### src/pkg/fdds_pkg.sv
// Shared constants and carrier types of the four-channel synthesizer core
//
// Contract
// - Update rising edge copies buffer into active registers
// - Sync clock is system clock over four, switchable
// - Update and profiles sampled at sync clock rise
// - Serial writes on rising, reads on falling
// - Serial port responds only while select low
// - Lane zero is serial data only
// - Lanes one, two: data or ramp triggers; the core uses them as ramp triggers only
// - Lane three is sync input in narrow modes
// - Four channels, 32-bit accumulator plus converter
// - Accumulator adds tuning word each clock, wraps
// - Phase converted to cosine amplitude
// - Each channel holds 14-bit phase offset
// - Offset added to phase before conversion
// - Separate phase offset storage per channel
// - All accumulators share one system clock
// - Each channel delivers own 10-bit code
// - Reset forces every register to default
// - Profile pin function set by config bits
// - Channel enables act at once, no update
package fdds_pkg;

  localparam int NUM_CH = 4;
  localparam int ACC_W  = 32;
  localparam int POW_W  = 14;
  localparam int DAC_W  = 10;

  // --------------------------------------------------------------------------
  // Register indices, byte address is four times the index
  // --------------------------------------------------------------------------
  localparam logic [4:0] IDX_CSR    = 5'h00;
  localparam logic [4:0] IDX_FR1    = 5'h01;
  localparam logic [4:0] IDX_FTW    = 5'h04;
  localparam logic [4:0] IDX_CHANNEL_PHASE_OFFSET   = 5'h05;
  localparam logic [4:0] IDX_STATUS = 5'h06;

  // Serial transfer length of each register except status, in bytes
  localparam logic [2:0] LEN_CSR  = 3'h1;
  localparam logic [2:0] LEN_FR1  = 3'h3;
  localparam logic [2:0] LEN_FTW  = 3'h4;
  localparam logic [2:0] LEN_CHANNEL_PHASE_OFFSET = 3'h2;

  // --------------------------------------------------------------------------
  // Field positions
  // --------------------------------------------------------------------------
  localparam int CSR_EN_LSB    = 4;
  localparam int CSR_MODE_LSB  = 1;
  localparam int FR1_PPC_LSB   = 12;
  localparam int FR1_SYNC_OFF  = 5;
  localparam int FR1_RAMP_LANE = 4;
  localparam int INSTR_RD_BIT  = 7;

  // --------------------------------------------------------------------------
  // Reset values and encodings
  // --------------------------------------------------------------------------
  localparam logic [7:0]  CSR_RST  = 8'hF0;
  localparam logic [23:0] FR1_RST  = 24'h00_0000;
  localparam logic [31:0] FTW_RST  = 32'h0000_0000;
  localparam logic [13:0] POW_RST  = 14'h0000;
  localparam logic [1:0]  MODE_2BIT = 2'h1;
  localparam logic [2:0]  PPC_RAMP = 3'h1;
  localparam logic [2:0]  PPC_PSK  = 3'h2;
  localparam logic [9:0]  AMP_FULL = 10'h3FF;
  localparam logic [13:0] PHASE_QTR  = 14'h1000;
  localparam logic [13:0] PHASE_HALF = 14'h2000;

  // --------------------------------------------------------------------------
  // Timing: sync clock divide, rise seen when the divider leaves this count
  // --------------------------------------------------------------------------
  localparam int         SYNC_DIV   = 4;
  localparam logic [1:0] SYNC_RISE  = 2'h1;
  localparam logic [1:0] SYNC_HIGH2 = 2'h2;

  typedef struct packed {
    logic [ACC_W-1:0] frequency_tuning_word;
    logic [POW_W-1:0] phase_offset_value;
  } fdds_chan_cfg_t;

endpackage

### src/core/fdds_channel.sv
// One synthesis channel: accumulator, phase offset, cosine converter, scaling
`timescale 1ns/100ps
`default_nettype none
module fdds_channel
(
  // Clock and reset
  input  wire logic                 clk_i,
  input  wire logic                 rst_i,
  input  wire logic                 ce_i,
  // Active settings
  input  wire fdds_pkg::fdds_chan_cfg_t cfg_i,
  input  wire logic [9:0]           amp_i,
  input  wire logic                 psk_i,
  // Converter word, offset binary
  output logic [9:0]                dac_o
);

  logic [31:0] acc;
  logic [13:0] phase;
  logic        neg;
  logic [8:0]  mag;
  logic [9:0]  amp_d;
  logic [12:0] x;
  logic [25:0] prod;
  logic [18:0] scaled;

  // --------------------------------------------------------------------------
  // Accumulator and offset; fixed four-stage pipe to the converter word
  // --------------------------------------------------------------------------
  always_ff @(posedge clk_i)
  begin
    if (rst_i)
      acc <= fdds_pkg::FTW_RST;
    else if (ce_i)
      acc <= acc + cfg_i.frequency_tuning_word;
  end

  always_ff @(posedge clk_i)
  begin
    if (rst_i)
      phase <= fdds_pkg::POW_RST;
    else if (ce_i)
      // Quarter turn turns the sine shape into cosine
      phase <= acc[31:18] + cfg_i.phase_offset_value + fdds_pkg::PHASE_QTR
               + (psk_i ? fdds_pkg::PHASE_HALF : 14'h0000);
  end

  // Parabolic half-wave x*(1-x): cheap, within a few percent of a true sine
  assign x    = phase[12:0];
  assign prod = 26'(x) * 26'(14'h2000 - {1'b0, x});

  always_ff @(posedge clk_i)
  begin
    if (rst_i)
    begin
      mag   <= 9'h000;
      neg   <= 1'b0;
      amp_d <= 10'h000;
    end
    else if (ce_i)
    begin
      mag   <= (prod[25:15] > 11'h1FF) ? 9'h1FF : prod[23:15];
      neg   <= phase[13];
      amp_d <= amp_i;
    end
  end

  assign scaled = 19'(mag) * 19'(amp_d);

  always_ff @(posedge clk_i)
  begin
    if (rst_i)
      dac_o <= 10'h200;
    else if (ce_i)
      dac_o <= neg ? 10'(10'h200 - {1'b0, scaled[18:10]})
                   : 10'(10'h200 + {1'b0, scaled[18:10]});
  end

endmodule
`default_nettype wire

### src/core/fdds_core.sv
// Four-channel synthesizer core: serial port, register bus, update, channels
//
// Local design decisions: the Wishbone register port and the placing of the registers.
`timescale 1ns/100ps
`default_nettype none
module fdds_core
(
  // Clock and reset
  input  wire logic        clk_i,
  input  wire logic        rst_i,
  input  wire logic        ce_i,
  // Wishbone slave
  input  wire logic        wb_cyc_i,
  input  wire logic        wb_stb_i,
  input  wire logic        wb_we_i,
  input  wire logic [7:0]  wb_adr_i,
  input  wire logic [3:0]  wb_sel_i,
  input  wire logic [31:0] wb_dat_i,
  output logic [31:0]      wb_dat_o,
  output logic             wb_ack_o,
  // Update strobe and profile inputs, sync clock output
  input  wire logic        io_update_i,
  input  wire logic [3:0]  profile_inputs_i,
  output logic             sync_clk_o,
  // Serial port
  input  wire logic        cs_n_i,
  input  wire logic        sclk_i,
  input  wire logic        sdio0_i,
  output logic             sdio0_o,
  output logic             sdio0_oe_o,
  input  wire logic        sdio1_i,
  input  wire logic        sdio2_i,
  input  wire logic        sdio3_i,
  // Converter words
  output logic [39:0]      dac_o
);

  typedef enum {SP_INSTR, SP_DATA, SP_DONE} fdds_sp_state_t;

  // --------------------------------------------------------------------------
  // Helper functions
  // --------------------------------------------------------------------------
  function automatic logic [2:0] reg_len(input logic [4:0] idx);
    case (idx)
      fdds_pkg::IDX_CSR:  reg_len = fdds_pkg::LEN_CSR;
      fdds_pkg::IDX_FR1:  reg_len = fdds_pkg::LEN_FR1;
      fdds_pkg::IDX_FTW:  reg_len = fdds_pkg::LEN_FTW;
      fdds_pkg::IDX_CHANNEL_PHASE_OFFSET: reg_len = fdds_pkg::LEN_CHANNEL_PHASE_OFFSET;
      default:            reg_len = 3'h0;
    endcase
  endfunction

  function automatic logic [31:0] merge(input logic [31:0] old, input logic [31:0] nw,
                                        input logic [31:0] m);
    merge = (old & ~m) | (nw & m);
  endfunction

  function automatic logic [31:0] align_msb(input logic [31:0] w, input logic [2:0] len);
    case (len)
      3'h1:    align_msb = {w[7:0], 24'h00_0000};
      3'h2:    align_msb = {w[15:0], 16'h0000};
      3'h3:    align_msb = {w[23:0], 8'h00};
      default: align_msb = w;
    endcase
  endfunction

  // --------------------------------------------------------------------------
  // Pin synchronisers: two flops before any logic looks at a pin
  // --------------------------------------------------------------------------
  logic [9:0] pins_m;
  logic [9:0] pins_s;
  logic       sclk_d;

  always_ff @(posedge clk_i)
  begin
    if (rst_i)
    begin
      pins_m <= 10'h002;
      pins_s <= 10'h002;
      sclk_d <= 1'b0;
    end
    else if (ce_i)
    begin
      pins_m <= {profile_inputs_i, io_update_i, sdio3_i, sdio2_i, sdio1_i, cs_n_i, sclk_i};
      pins_s <= pins_m;
      sclk_d <= pins_s[0];
    end
  end

  logic       sclk_s;
  logic       cs_n_s;
  logic       lane1_s;
  logic       lane2_s;
  logic       lane3_s;
  logic       upd_s;
  logic [3:0] prof_s;
  logic       sdio0_m;
  logic       sdio0_s;

  assign sclk_s  = pins_s[0];
  assign cs_n_s  = pins_s[1];
  assign lane1_s = pins_s[2];
  assign lane2_s = pins_s[3];
  assign lane3_s = pins_s[4];
  assign upd_s   = pins_s[5];
  assign prof_s  = pins_s[9:6];

  always_ff @(posedge clk_i)
  begin
    if (rst_i)
    begin
      sdio0_m <= 1'b0;
      sdio0_s <= 1'b0;
    end
    else if (ce_i)
    begin
      sdio0_m <= sdio0_i;
      sdio0_s <= sdio0_m;
    end
  end

  // --------------------------------------------------------------------------
  // Register state
  // --------------------------------------------------------------------------
  logic [7:0]               channel_select_register;
  logic [23:0]              fr1_buf;
  logic [23:0]              fr1_act;
  fdds_pkg::fdds_chan_cfg_t buf_cfg [4];
  fdds_pkg::fdds_chan_cfg_t act_cfg [4];
  logic [7:0]               upd_cnt;
  logic [3:0]               prof_smp;
  logic [3:0]               ch_en;
  logic [1:0]               ser_mode;
  logic [1:0]               first_en;

  assign ch_en    = channel_select_register[fdds_pkg::CSR_EN_LSB +: 4];
  assign ser_mode = channel_select_register[fdds_pkg::CSR_MODE_LSB +: 2];
  assign first_en = ch_en[0] ? 2'h0 : ch_en[1] ? 2'h1 : ch_en[2] ? 2'h2 : ch_en[3] ? 2'h3 : 2'h0;

  // Reads of shared channel registers show the lowest enabled channel
  function automatic logic [31:0] rd_word(input logic [4:0] idx);
    case (idx)
      fdds_pkg::IDX_CSR:    rd_word = {24'h00_0000, channel_select_register};
      fdds_pkg::IDX_FR1:    rd_word = {8'h00, fr1_buf};
      fdds_pkg::IDX_FTW:    rd_word = buf_cfg[first_en].frequency_tuning_word;
      fdds_pkg::IDX_CHANNEL_PHASE_OFFSET:   rd_word = {18'h0_0000, buf_cfg[first_en].phase_offset_value};
      fdds_pkg::IDX_STATUS: rd_word = {20'h0_0000, prof_smp, upd_cnt};
      default:              rd_word = 32'h0000_0000;
    endcase
  endfunction

  // --------------------------------------------------------------------------
  // Serial port
  // --------------------------------------------------------------------------
  fdds_sp_state_t sp_state;
  logic [5:0]     bit_cnt;
  logic [31:0]    shreg;
  logic [31:0]    tx;
  logic [4:0]     sp_idx;
  logic [2:0]     sp_len;
  logic           sp_rd;
  logic           ser_wr;
  logic [31:0]    ser_data;
  logic           sclk_rise;
  logic           sclk_fall;
  logic           sp_abort;
  logic [4:0]     instr_idx;
  logic [2:0]     instr_len;

  assign sclk_rise = sclk_s & ~sclk_d;
  assign sclk_fall = ~sclk_s & sclk_d;
  assign sp_abort  = cs_n_s | ((ser_mode <= fdds_pkg::MODE_2BIT) & lane3_s);
  assign instr_idx = {shreg[3:0], sdio0_s};
  assign instr_len = reg_len(instr_idx);

  always_ff @(posedge clk_i)
  begin
    if (rst_i)
    begin
      sp_state   <= SP_INSTR;
      bit_cnt    <= 6'h00;
      shreg      <= 32'h0000_0000;
      tx         <= 32'h0000_0000;
      sp_idx     <= 5'h00;
      sp_len     <= 3'h0;
      sp_rd      <= 1'b0;
      ser_wr     <= 1'b0;
      ser_data   <= 32'h0000_0000;
      sdio0_o    <= 1'b0;
      sdio0_oe_o <= 1'b0;
    end
    else if (ce_i)
    begin
      ser_wr <= 1'b0;
      if (sp_abort)
      begin
        sp_state   <= SP_INSTR;
        bit_cnt    <= 6'h00;
        sdio0_oe_o <= 1'b0;
      end
      else
      begin
        if (sclk_rise)
        begin
          shreg <= {shreg[30:0], sdio0_s};
          case (sp_state)
            SP_INSTR:
            begin
              bit_cnt <= bit_cnt + 6'h01;
              if (bit_cnt == 6'h07)
              begin
                bit_cnt  <= 6'h00;
                sp_idx   <= instr_idx;
                sp_len   <= instr_len;
                sp_rd    <= shreg[fdds_pkg::INSTR_RD_BIT-1];
                tx       <= align_msb(rd_word(instr_idx), instr_len);
                sp_state <= (instr_len == 3'h0) ? SP_DONE : SP_DATA;
              end
            end
            SP_DATA:
            begin
              bit_cnt <= bit_cnt + 6'h01;
              if (bit_cnt == {sp_len, 3'h7} - 6'h08)
              begin
                sp_state <= SP_DONE;
                ser_wr   <= ~sp_rd;
                ser_data <= {shreg[30:0], sdio0_s};
              end
            end
            SP_DONE:  sp_state <= SP_DONE;
            default:  sp_state <= SP_INSTR;
          endcase
        end
        if (sclk_fall)
        begin
          if (sp_state == SP_DATA && sp_rd)
          begin
            sdio0_o    <= tx[31];
            tx         <= {tx[30:0], 1'b0};
            sdio0_oe_o <= 1'b1;
          end
          else
            sdio0_oe_o <= 1'b0;
        end
      end
    end
  end

  // --------------------------------------------------------------------------
  // Wishbone slave: one wait state; a serial write in the same cycle goes first
  // --------------------------------------------------------------------------
  logic [4:0]  wb_idx;
  logic        wb_take;
  logic        wr_en;
  logic [4:0]  wr_idx;
  logic [31:0] wr_data;
  logic [31:0] wr_mask;

  assign wb_idx  = wb_adr_i[6:2];
  assign wb_take = wb_cyc_i & wb_stb_i & ~wb_ack_o & ~ser_wr;
  assign wr_en   = ser_wr | (wb_take & wb_we_i & ~wb_adr_i[7]);
  assign wr_idx  = ser_wr ? sp_idx : wb_idx;
  assign wr_data = ser_wr ? ser_data : wb_dat_i;
  assign wr_mask = ser_wr ? 32'hFFFF_FFFF
                 : {{8{wb_sel_i[3]}}, {8{wb_sel_i[2]}}, {8{wb_sel_i[1]}}, {8{wb_sel_i[0]}}};

  always_ff @(posedge clk_i)
  begin
    if (rst_i)
    begin
      wb_ack_o <= 1'b0;
      wb_dat_o <= 32'h0000_0000;
    end
    else if (ce_i)
    begin
      wb_ack_o <= wb_take;
      if (wb_take && !wb_we_i)
        wb_dat_o <= wb_adr_i[7] ? 32'h0000_0000 : rd_word(wb_idx);
    end
  end

  // --------------------------------------------------------------------------
  // Buffered registers; the select register acts at once
  // --------------------------------------------------------------------------
  always_ff @(posedge clk_i)
  begin
    if (rst_i)
    begin
      channel_select_register     <= fdds_pkg::CSR_RST;
      fr1_buf <= fdds_pkg::FR1_RST;
      for (int c = 0; c < fdds_pkg::NUM_CH; c++)
        buf_cfg[c] <= '{frequency_tuning_word: fdds_pkg::FTW_RST, phase_offset_value: fdds_pkg::POW_RST};
    end
    else if (ce_i && wr_en)
    begin
      case (wr_idx)
        fdds_pkg::IDX_CSR: channel_select_register <= 8'(merge({24'h00_0000, channel_select_register}, wr_data, wr_mask));
        fdds_pkg::IDX_FR1: fr1_buf <= 24'(merge({8'h00, fr1_buf}, wr_data, wr_mask));
        fdds_pkg::IDX_FTW:
          for (int c = 0; c < fdds_pkg::NUM_CH; c++)
            if (ch_en[c])
              buf_cfg[c].frequency_tuning_word <= merge(buf_cfg[c].frequency_tuning_word, wr_data, wr_mask);
        fdds_pkg::IDX_CHANNEL_PHASE_OFFSET:
          for (int c = 0; c < fdds_pkg::NUM_CH; c++)
            if (ch_en[c])
              buf_cfg[c].phase_offset_value <= 14'(merge({18'h0_0000, buf_cfg[c].phase_offset_value}, wr_data, wr_mask));
        default: channel_select_register <= channel_select_register;
      endcase
    end
  end

  // --------------------------------------------------------------------------
  // Sync clock and pin sampling at its rising edge
  // --------------------------------------------------------------------------
  logic [1:0] div_cnt;
  logic       sync_tick;
  logic       upd_smp;
  logic       upd_edge;

  assign sync_tick = (div_cnt == fdds_pkg::SYNC_RISE);
  assign upd_edge  = sync_tick & upd_s & ~upd_smp;

  always_ff @(posedge clk_i)
  begin
    if (rst_i)
    begin
      div_cnt    <= 2'h0;
      sync_clk_o <= 1'b0;
    end
    else if (ce_i)
    begin
      div_cnt    <= div_cnt + 2'h1;
      sync_clk_o <= ~fr1_act[fdds_pkg::FR1_SYNC_OFF]
                    & (sync_tick | (div_cnt == fdds_pkg::SYNC_HIGH2));
    end
  end

  always_ff @(posedge clk_i)
  begin
    if (rst_i)
    begin
      upd_smp  <= 1'b0;
      prof_smp <= 4'h0;
    end
    else if (ce_i && sync_tick)
    begin
      upd_smp  <= upd_s;
      prof_smp <= prof_s;
    end
  end

  // Active registers change only on a sampled update edge
  always_ff @(posedge clk_i)
  begin
    if (rst_i)
    begin
      fr1_act <= fdds_pkg::FR1_RST;
      upd_cnt <= 8'h00;
      for (int c = 0; c < fdds_pkg::NUM_CH; c++)
        act_cfg[c] <= '{frequency_tuning_word: fdds_pkg::FTW_RST, phase_offset_value: fdds_pkg::POW_RST};
    end
    else if (ce_i && upd_edge)
    begin
      fr1_act <= fr1_buf;
      upd_cnt <= upd_cnt + 8'h01;
      for (int c = 0; c < fdds_pkg::NUM_CH; c++)
        act_cfg[c] <= buf_cfg[c];
    end
  end

  // --------------------------------------------------------------------------
  // Profile pin function and amplitude ramps, one step per sync period
  // --------------------------------------------------------------------------
  logic [2:0] profile_pin_config;
  logic       lane_ramp;
  logic [9:0] amp [4];
  logic [3:0] ramp_en;
  logic [3:0] ramp_up;
  logic [3:0] psk;

  assign profile_pin_config       = fr1_act[fdds_pkg::FR1_PPC_LSB +: 3];
  assign lane_ramp = fr1_act[fdds_pkg::FR1_RAMP_LANE];

  always_comb
  begin
    for (int c = 0; c < fdds_pkg::NUM_CH; c++)
    begin
      ramp_en[c] = lane_ramp | (profile_pin_config == fdds_pkg::PPC_RAMP);
      ramp_up[c] = (lane_ramp & ((c < 2) ? lane1_s : lane2_s))
                 | ((profile_pin_config == fdds_pkg::PPC_RAMP) & prof_smp[c]);
      psk[c]     = (profile_pin_config == fdds_pkg::PPC_PSK) & prof_smp[c];
    end
  end

  always_ff @(posedge clk_i)
  begin
    if (rst_i)
    begin
      for (int c = 0; c < fdds_pkg::NUM_CH; c++)
        amp[c] <= fdds_pkg::AMP_FULL;
    end
    else if (ce_i && sync_tick)
    begin
      for (int c = 0; c < fdds_pkg::NUM_CH; c++)
        if (!ramp_en[c])
          amp[c] <= fdds_pkg::AMP_FULL;
        else if (ramp_up[c] && amp[c] != fdds_pkg::AMP_FULL)
          amp[c] <= amp[c] + 10'h001;
        else if (!ramp_up[c] && amp[c] != 10'h000)
          amp[c] <= amp[c] - 10'h001;
    end
  end

  // --------------------------------------------------------------------------
  // Channels: identical pipes on one clock keep latency matched
  // --------------------------------------------------------------------------
  for (genvar g = 0; g < fdds_pkg::NUM_CH; g++)
  begin : g_ch
    fdds_channel u_ch
    (
      .clk_i (clk_i),
      .rst_i (rst_i),
      .ce_i  (ce_i),
      .cfg_i (act_cfg[g]),
      .amp_i (amp[g]),
      .psk_i (psk[g]),
      .dac_o (dac_o[g*10 +: 10])
    );
  end

endmodule
`default_nettype wire

### config.mk
export PLATFORM = sky130hd
export DESIGN_NAME = fdds_core
export DESIGN_NICKNAME = d
export VERILOG_FILES = /design/src/pkg/fdds_pkg.sv /design/src/core/fdds_channel.sv /design/src/core/fdds_core.sv
export SDC_FILE = /design/constraint.sdc
export NUM_CORES = 2
export LEC_CHECK = 0
export BUFFER_PORTS_ARGS = -buffer_cell sky130_fd_sc_hd__buf_4
export CAP_MARGIN = 0
export CORE_UTILIZATION = 50
export CTS_CLUSTER_DIAMETER = 40
export DETAILED_ROUTE_END_ITERATION = 16
export MAX_ROUTING_LAYER = met4
export PLACE_DENSITY_LB_ADDON = 0.15
export SYNTH_ARGS = -nofsm -noshare
export SYNTH_HDL_FRONTEND = slang
export SYNTH_SLANG_ARGS = --single-unit
### constraint.sdc
create_clock -name clk_i -period 6.95 [get_ports clk_i]
set_input_delay 1.39 -clock clk_i [delete_from_list [all_inputs] [get_ports clk_i]]
set_output_delay 1.39 -clock clk_i [all_outputs]
set_load 0.05 [all_outputs]
==> summary.txt <==
Outcome
  – Status: finished with violations
  – Failing checks: DRC

Yosys
  – Mapped Area: a little over 80,000 um^2
  – Syn Area/Cell: ~9.3 um^2
  – Synth cell types: 98
  – Async SR Flop Fraction: 0%
  – Post-synthesis register bit count: around 940
  – Warnings, synthesis: 0
  – Number of synthesized flops with an enable pin: 408
  – Main synth FF type: dfxtp_1
  – Sequential share of the synthesized area: 27.9%
  – Post-synthesis cell count: between 8,000 and 9,000

GRT
  – Congestion Overflow GR: 0
  – First-pass GRT wire length: 354,000 um
  – Tot GR Track Use: between 20% and 30%
  – Initial antenna violation count: 7
  – Largest net degree at the start of global routing: 169
  – Vias in the first global route: 63,080

Drt
  – DRT antenna net count: 0
  – DRC viols: 1
  – DR vias/cell: 5.57
  – Starting DRT DRC Count: around 5,000
  – Drt pass-1 iters: 13
  – DR WL/cell: 20.0 um
  – Routed WL: between 200,000 and 250,000 um
  – Via count: 62,832

Cells and area
  – Final instance area: 93,200 um^2
  – Leading cell type in the layout, fill and taps excluded: inv_1
  – Number of nets in the layout: 10,474
  – Layout cells sized above 1: 10.8%
  – Area grow syn2layout: 14.0%
  – FILL cells: 14,449
  – Most frequent cells in the layout: inv_1, nand2_1, fa_1, ha_1, nor2_1

Worst setup path
  – Nature of the critical path startpoint: flip-flop
  – Critical Path AT: 7450 ps
  – CP peak stage delay: 520 ps
  – Worst Path Max Fanout: 4
  – Top Family by Delay on Critical Path: adder cells
  – Slowest CP cell: fa_1
  – CP bufs+invs: 5
  – Req. time, crit path: 7650 ps
  – CP Capture Type: flip-flop
  – Most used cell, CP: fa_1
  – Worst Path Class, Setup: reg2reg
  – Flop-to-flop setup slack: 190 ps

Placed design
  – Count of input and output buffers: around 130
  – Placed Area: approximately 86,000 um^2
  – Post-place setup slack: -384 ps
  – HPWL after DPL: approximately 170,000 um
  – Gp weighted congestion: around 0.94

Clocking
  – Max clock buf depth: 3
  – Clock sinks: 936
  – CTS Buf Count: 168
  – Clock root cell: clkbuf_16
  – CTS tree: built
  – Hold_buf cts: 0
  – Clock-pin slew on the worst setup and hold paths: 50 ps
  – Clock latency on the worst-skew pair: roughly 840 ps
  – H-tree depth: 4

Floorplanning
  – Die footprint: about 170,000 um^2
  – Initial Utilization: 50.3%
  – Die width: just over 400 um
  – Core Footprint: 163,000 um^2
  – Die Y: 406 um
  – Boundary pin count: around 140
  – FP Rows: 148

Job
  – Max-Cap Viols: 0

STA
  – Slew @ Worst Pin: 1290 ps
  – Max Fclk: around 0.15 GHz
  – Fin crit period: around 6800 ps
  – Setup-failing EPs final: 0
  – Rel. slew slack: 13.8%
  – Unrepaired setup endpoints after global routing: true
  – Max Clock Skew: approximately 56 ps
  – Final Cycle Share: 97.2%
  – Setup TNS: 0 ps
  – Final Hold Vio Count: 0
  – Fin worst setup slack: 192 ps
  – Hold Slack: 454 ps
  – Pins over their slew limit: 0

Power
  – Pwr Total: ~30,000 uW
  – Leak: 0.0412 uW
  – PD cells: between 300 and 400 nW/um^2
  – Worst IR Drop VDD: 0.326 mV

Hold path
  – Hold WC Path Type: reg2reg
-- kinds of logic after synthesis --
kind of cell / share of synthesized area [%]
other: 0.00919
AOI/OAI and AO/OA: 11.7
adders and majority gates: 29.1
and+or+nand+nor: 17.5
muxes: 3.83
buffers and inverters: 6.91
xor gates and xnor gates: 3.06
DFF: 27.9
-- metal layers --
metal	part of all wire, %	GRT usage, %	vias up
met1	43	36.4	30936
met3	6.1	4.00	458
met2	47	45.2	1817
met4	4.1	11.0	0
met5	0	-	-
li1	-	-	29621
-- tightest hold or removal path: stages (launching register included) --
cell     delay, ps
dfxtp_1        320
nand2_1         40
o21ai_0         60
-- power breakdown --
group,switching [uW],internal (uW),total (uW)
registers,604,6110,6710
clock network,3370,5280,8650
logic,8200,6490,14700
total,12200,17900,30100
-- metrics by stage --
stage                     instances  util [%]
after floorplan                8838         -
after global placement        10944      52.9
after detailed placement      10944      52.9
after CTS                     11265      56.7
after global routing          11287      57.3
final                         11287      57.3
-- Yosys cell counts, types with 11 or more instances --
cell type / number / area share (%)
dfxtp_1: 528 / 13
o21bai_1: 41 / 0.38
mux2_2: 13 / 0.18
nor2_1: 673 / 3.1
nand2b_1: 349 / 2.7
a21oi_1: 523 / 3.2
a311oi_1: 17 / 0.18
nor3b_1: 27 / 0.25
edfxtp_1: 408 / 15
a22o_1: 11 / 0.12
a22oi_1: 86 / 0.79
buf_1: 25 / 0.11
mux4_2: 46 / 1.3
fa_1: 752 / 18
ha_1: 699 / 11
o21ai_0: 172 / 1.1
and3_1: 45 / 0.34
a21o_1: 107 / 0.98
a211o_1: 11 / 0.12
nor4_1: 16 / 0.12
mux2i_1: 191 / 2.3
and2_1: 385 / 2.9
o211ai_1: 30 / 0.28
o22ai_1: 26 / 0.20
a211oi_1: 170 / 1.6
inv_1: 1046 / 4.8
a2111oi_0: 11 / 0.12
nand2_1: 817 / 3.8
o41ai_1: 15 / 0.16
o21a_1: 45 / 0.41
or2_2: 18 / 0.14
nand3_1: 76 / 0.47
o21ai_1: 22 / 0.13
o31ai_1: 19 / 0.17
or3_1: 30 / 0.23
nor3_1: 104 / 0.64
a222oi_1: 16 / 0.20
nand4_1: 30 / 0.23
clkbuf_1: 412 / 1.9
a31oi_1: 31 / 0.24
nor2b_1: 284 / 2.2
xor2_1: 94 / 1.0
xnor2_1: 190 / 2.0
-- sequential cells by signal, indices dropped and copies added, names as in the netlist, 32 cells and up, named ones only --
name / count
act_cfg: 184
amp: 40
buf_cfg: 184
g_ch.u_ch.acc: 128
g_ch.u_ch.amp_d: 40
g_ch.u_ch.dac_o: 40
g_ch.u_ch.mag: 36
g_ch.u_ch.phase: 56
ser_data: 32
tx: 32
wb_dat_o: 32
-- repair_timing --
item                                    CTS  global route
setup buffers                             3            18
resized for setup                        28           184
pin swaps                                 5            82
endpoints found under the setup margin   36            36
gates cloned                              0             3
-- final cells by class --
| cell class | count | area, um^2 | area share, % |
|---|---|---|---|
| clock inverter | 128 | 1580 | 1.69 |
| inverter | 1051 | 3950 | 4.24 |
| sequential | 936 | 22800 | 24.5 |
| clock buffer | 190 | 4460 | 4.79 |
| antenna | 2 | 5.00 | 0.00537 |
| multi-input combinational | 6404 | 54500 | 58.5 |
| tap | 2175 | 2720 | 2.92 |
| timing repair buffer | 401 | 3130 | 3.35 |
-- worst paths after layout --
check / start / end / depth (start not counted)
worst min-delay path: g_ch[2].u_ch.phase[13] / g_ch[2].u_ch.phase[13] / 2
worst max-delay path: g_ch[2].u_ch.phase[1] / g_ch[2].u_ch.mag[2] / 29
worst min register to register: g_ch[2].u_ch.phase[13] / g_ch[2].u_ch.phase[13] / 2
worst max register to register: g_ch[2].u_ch.phase[1] / g_ch[2].u_ch.mag[2] / 29
No activity file was read; power rests on OpenSTA's default activity.
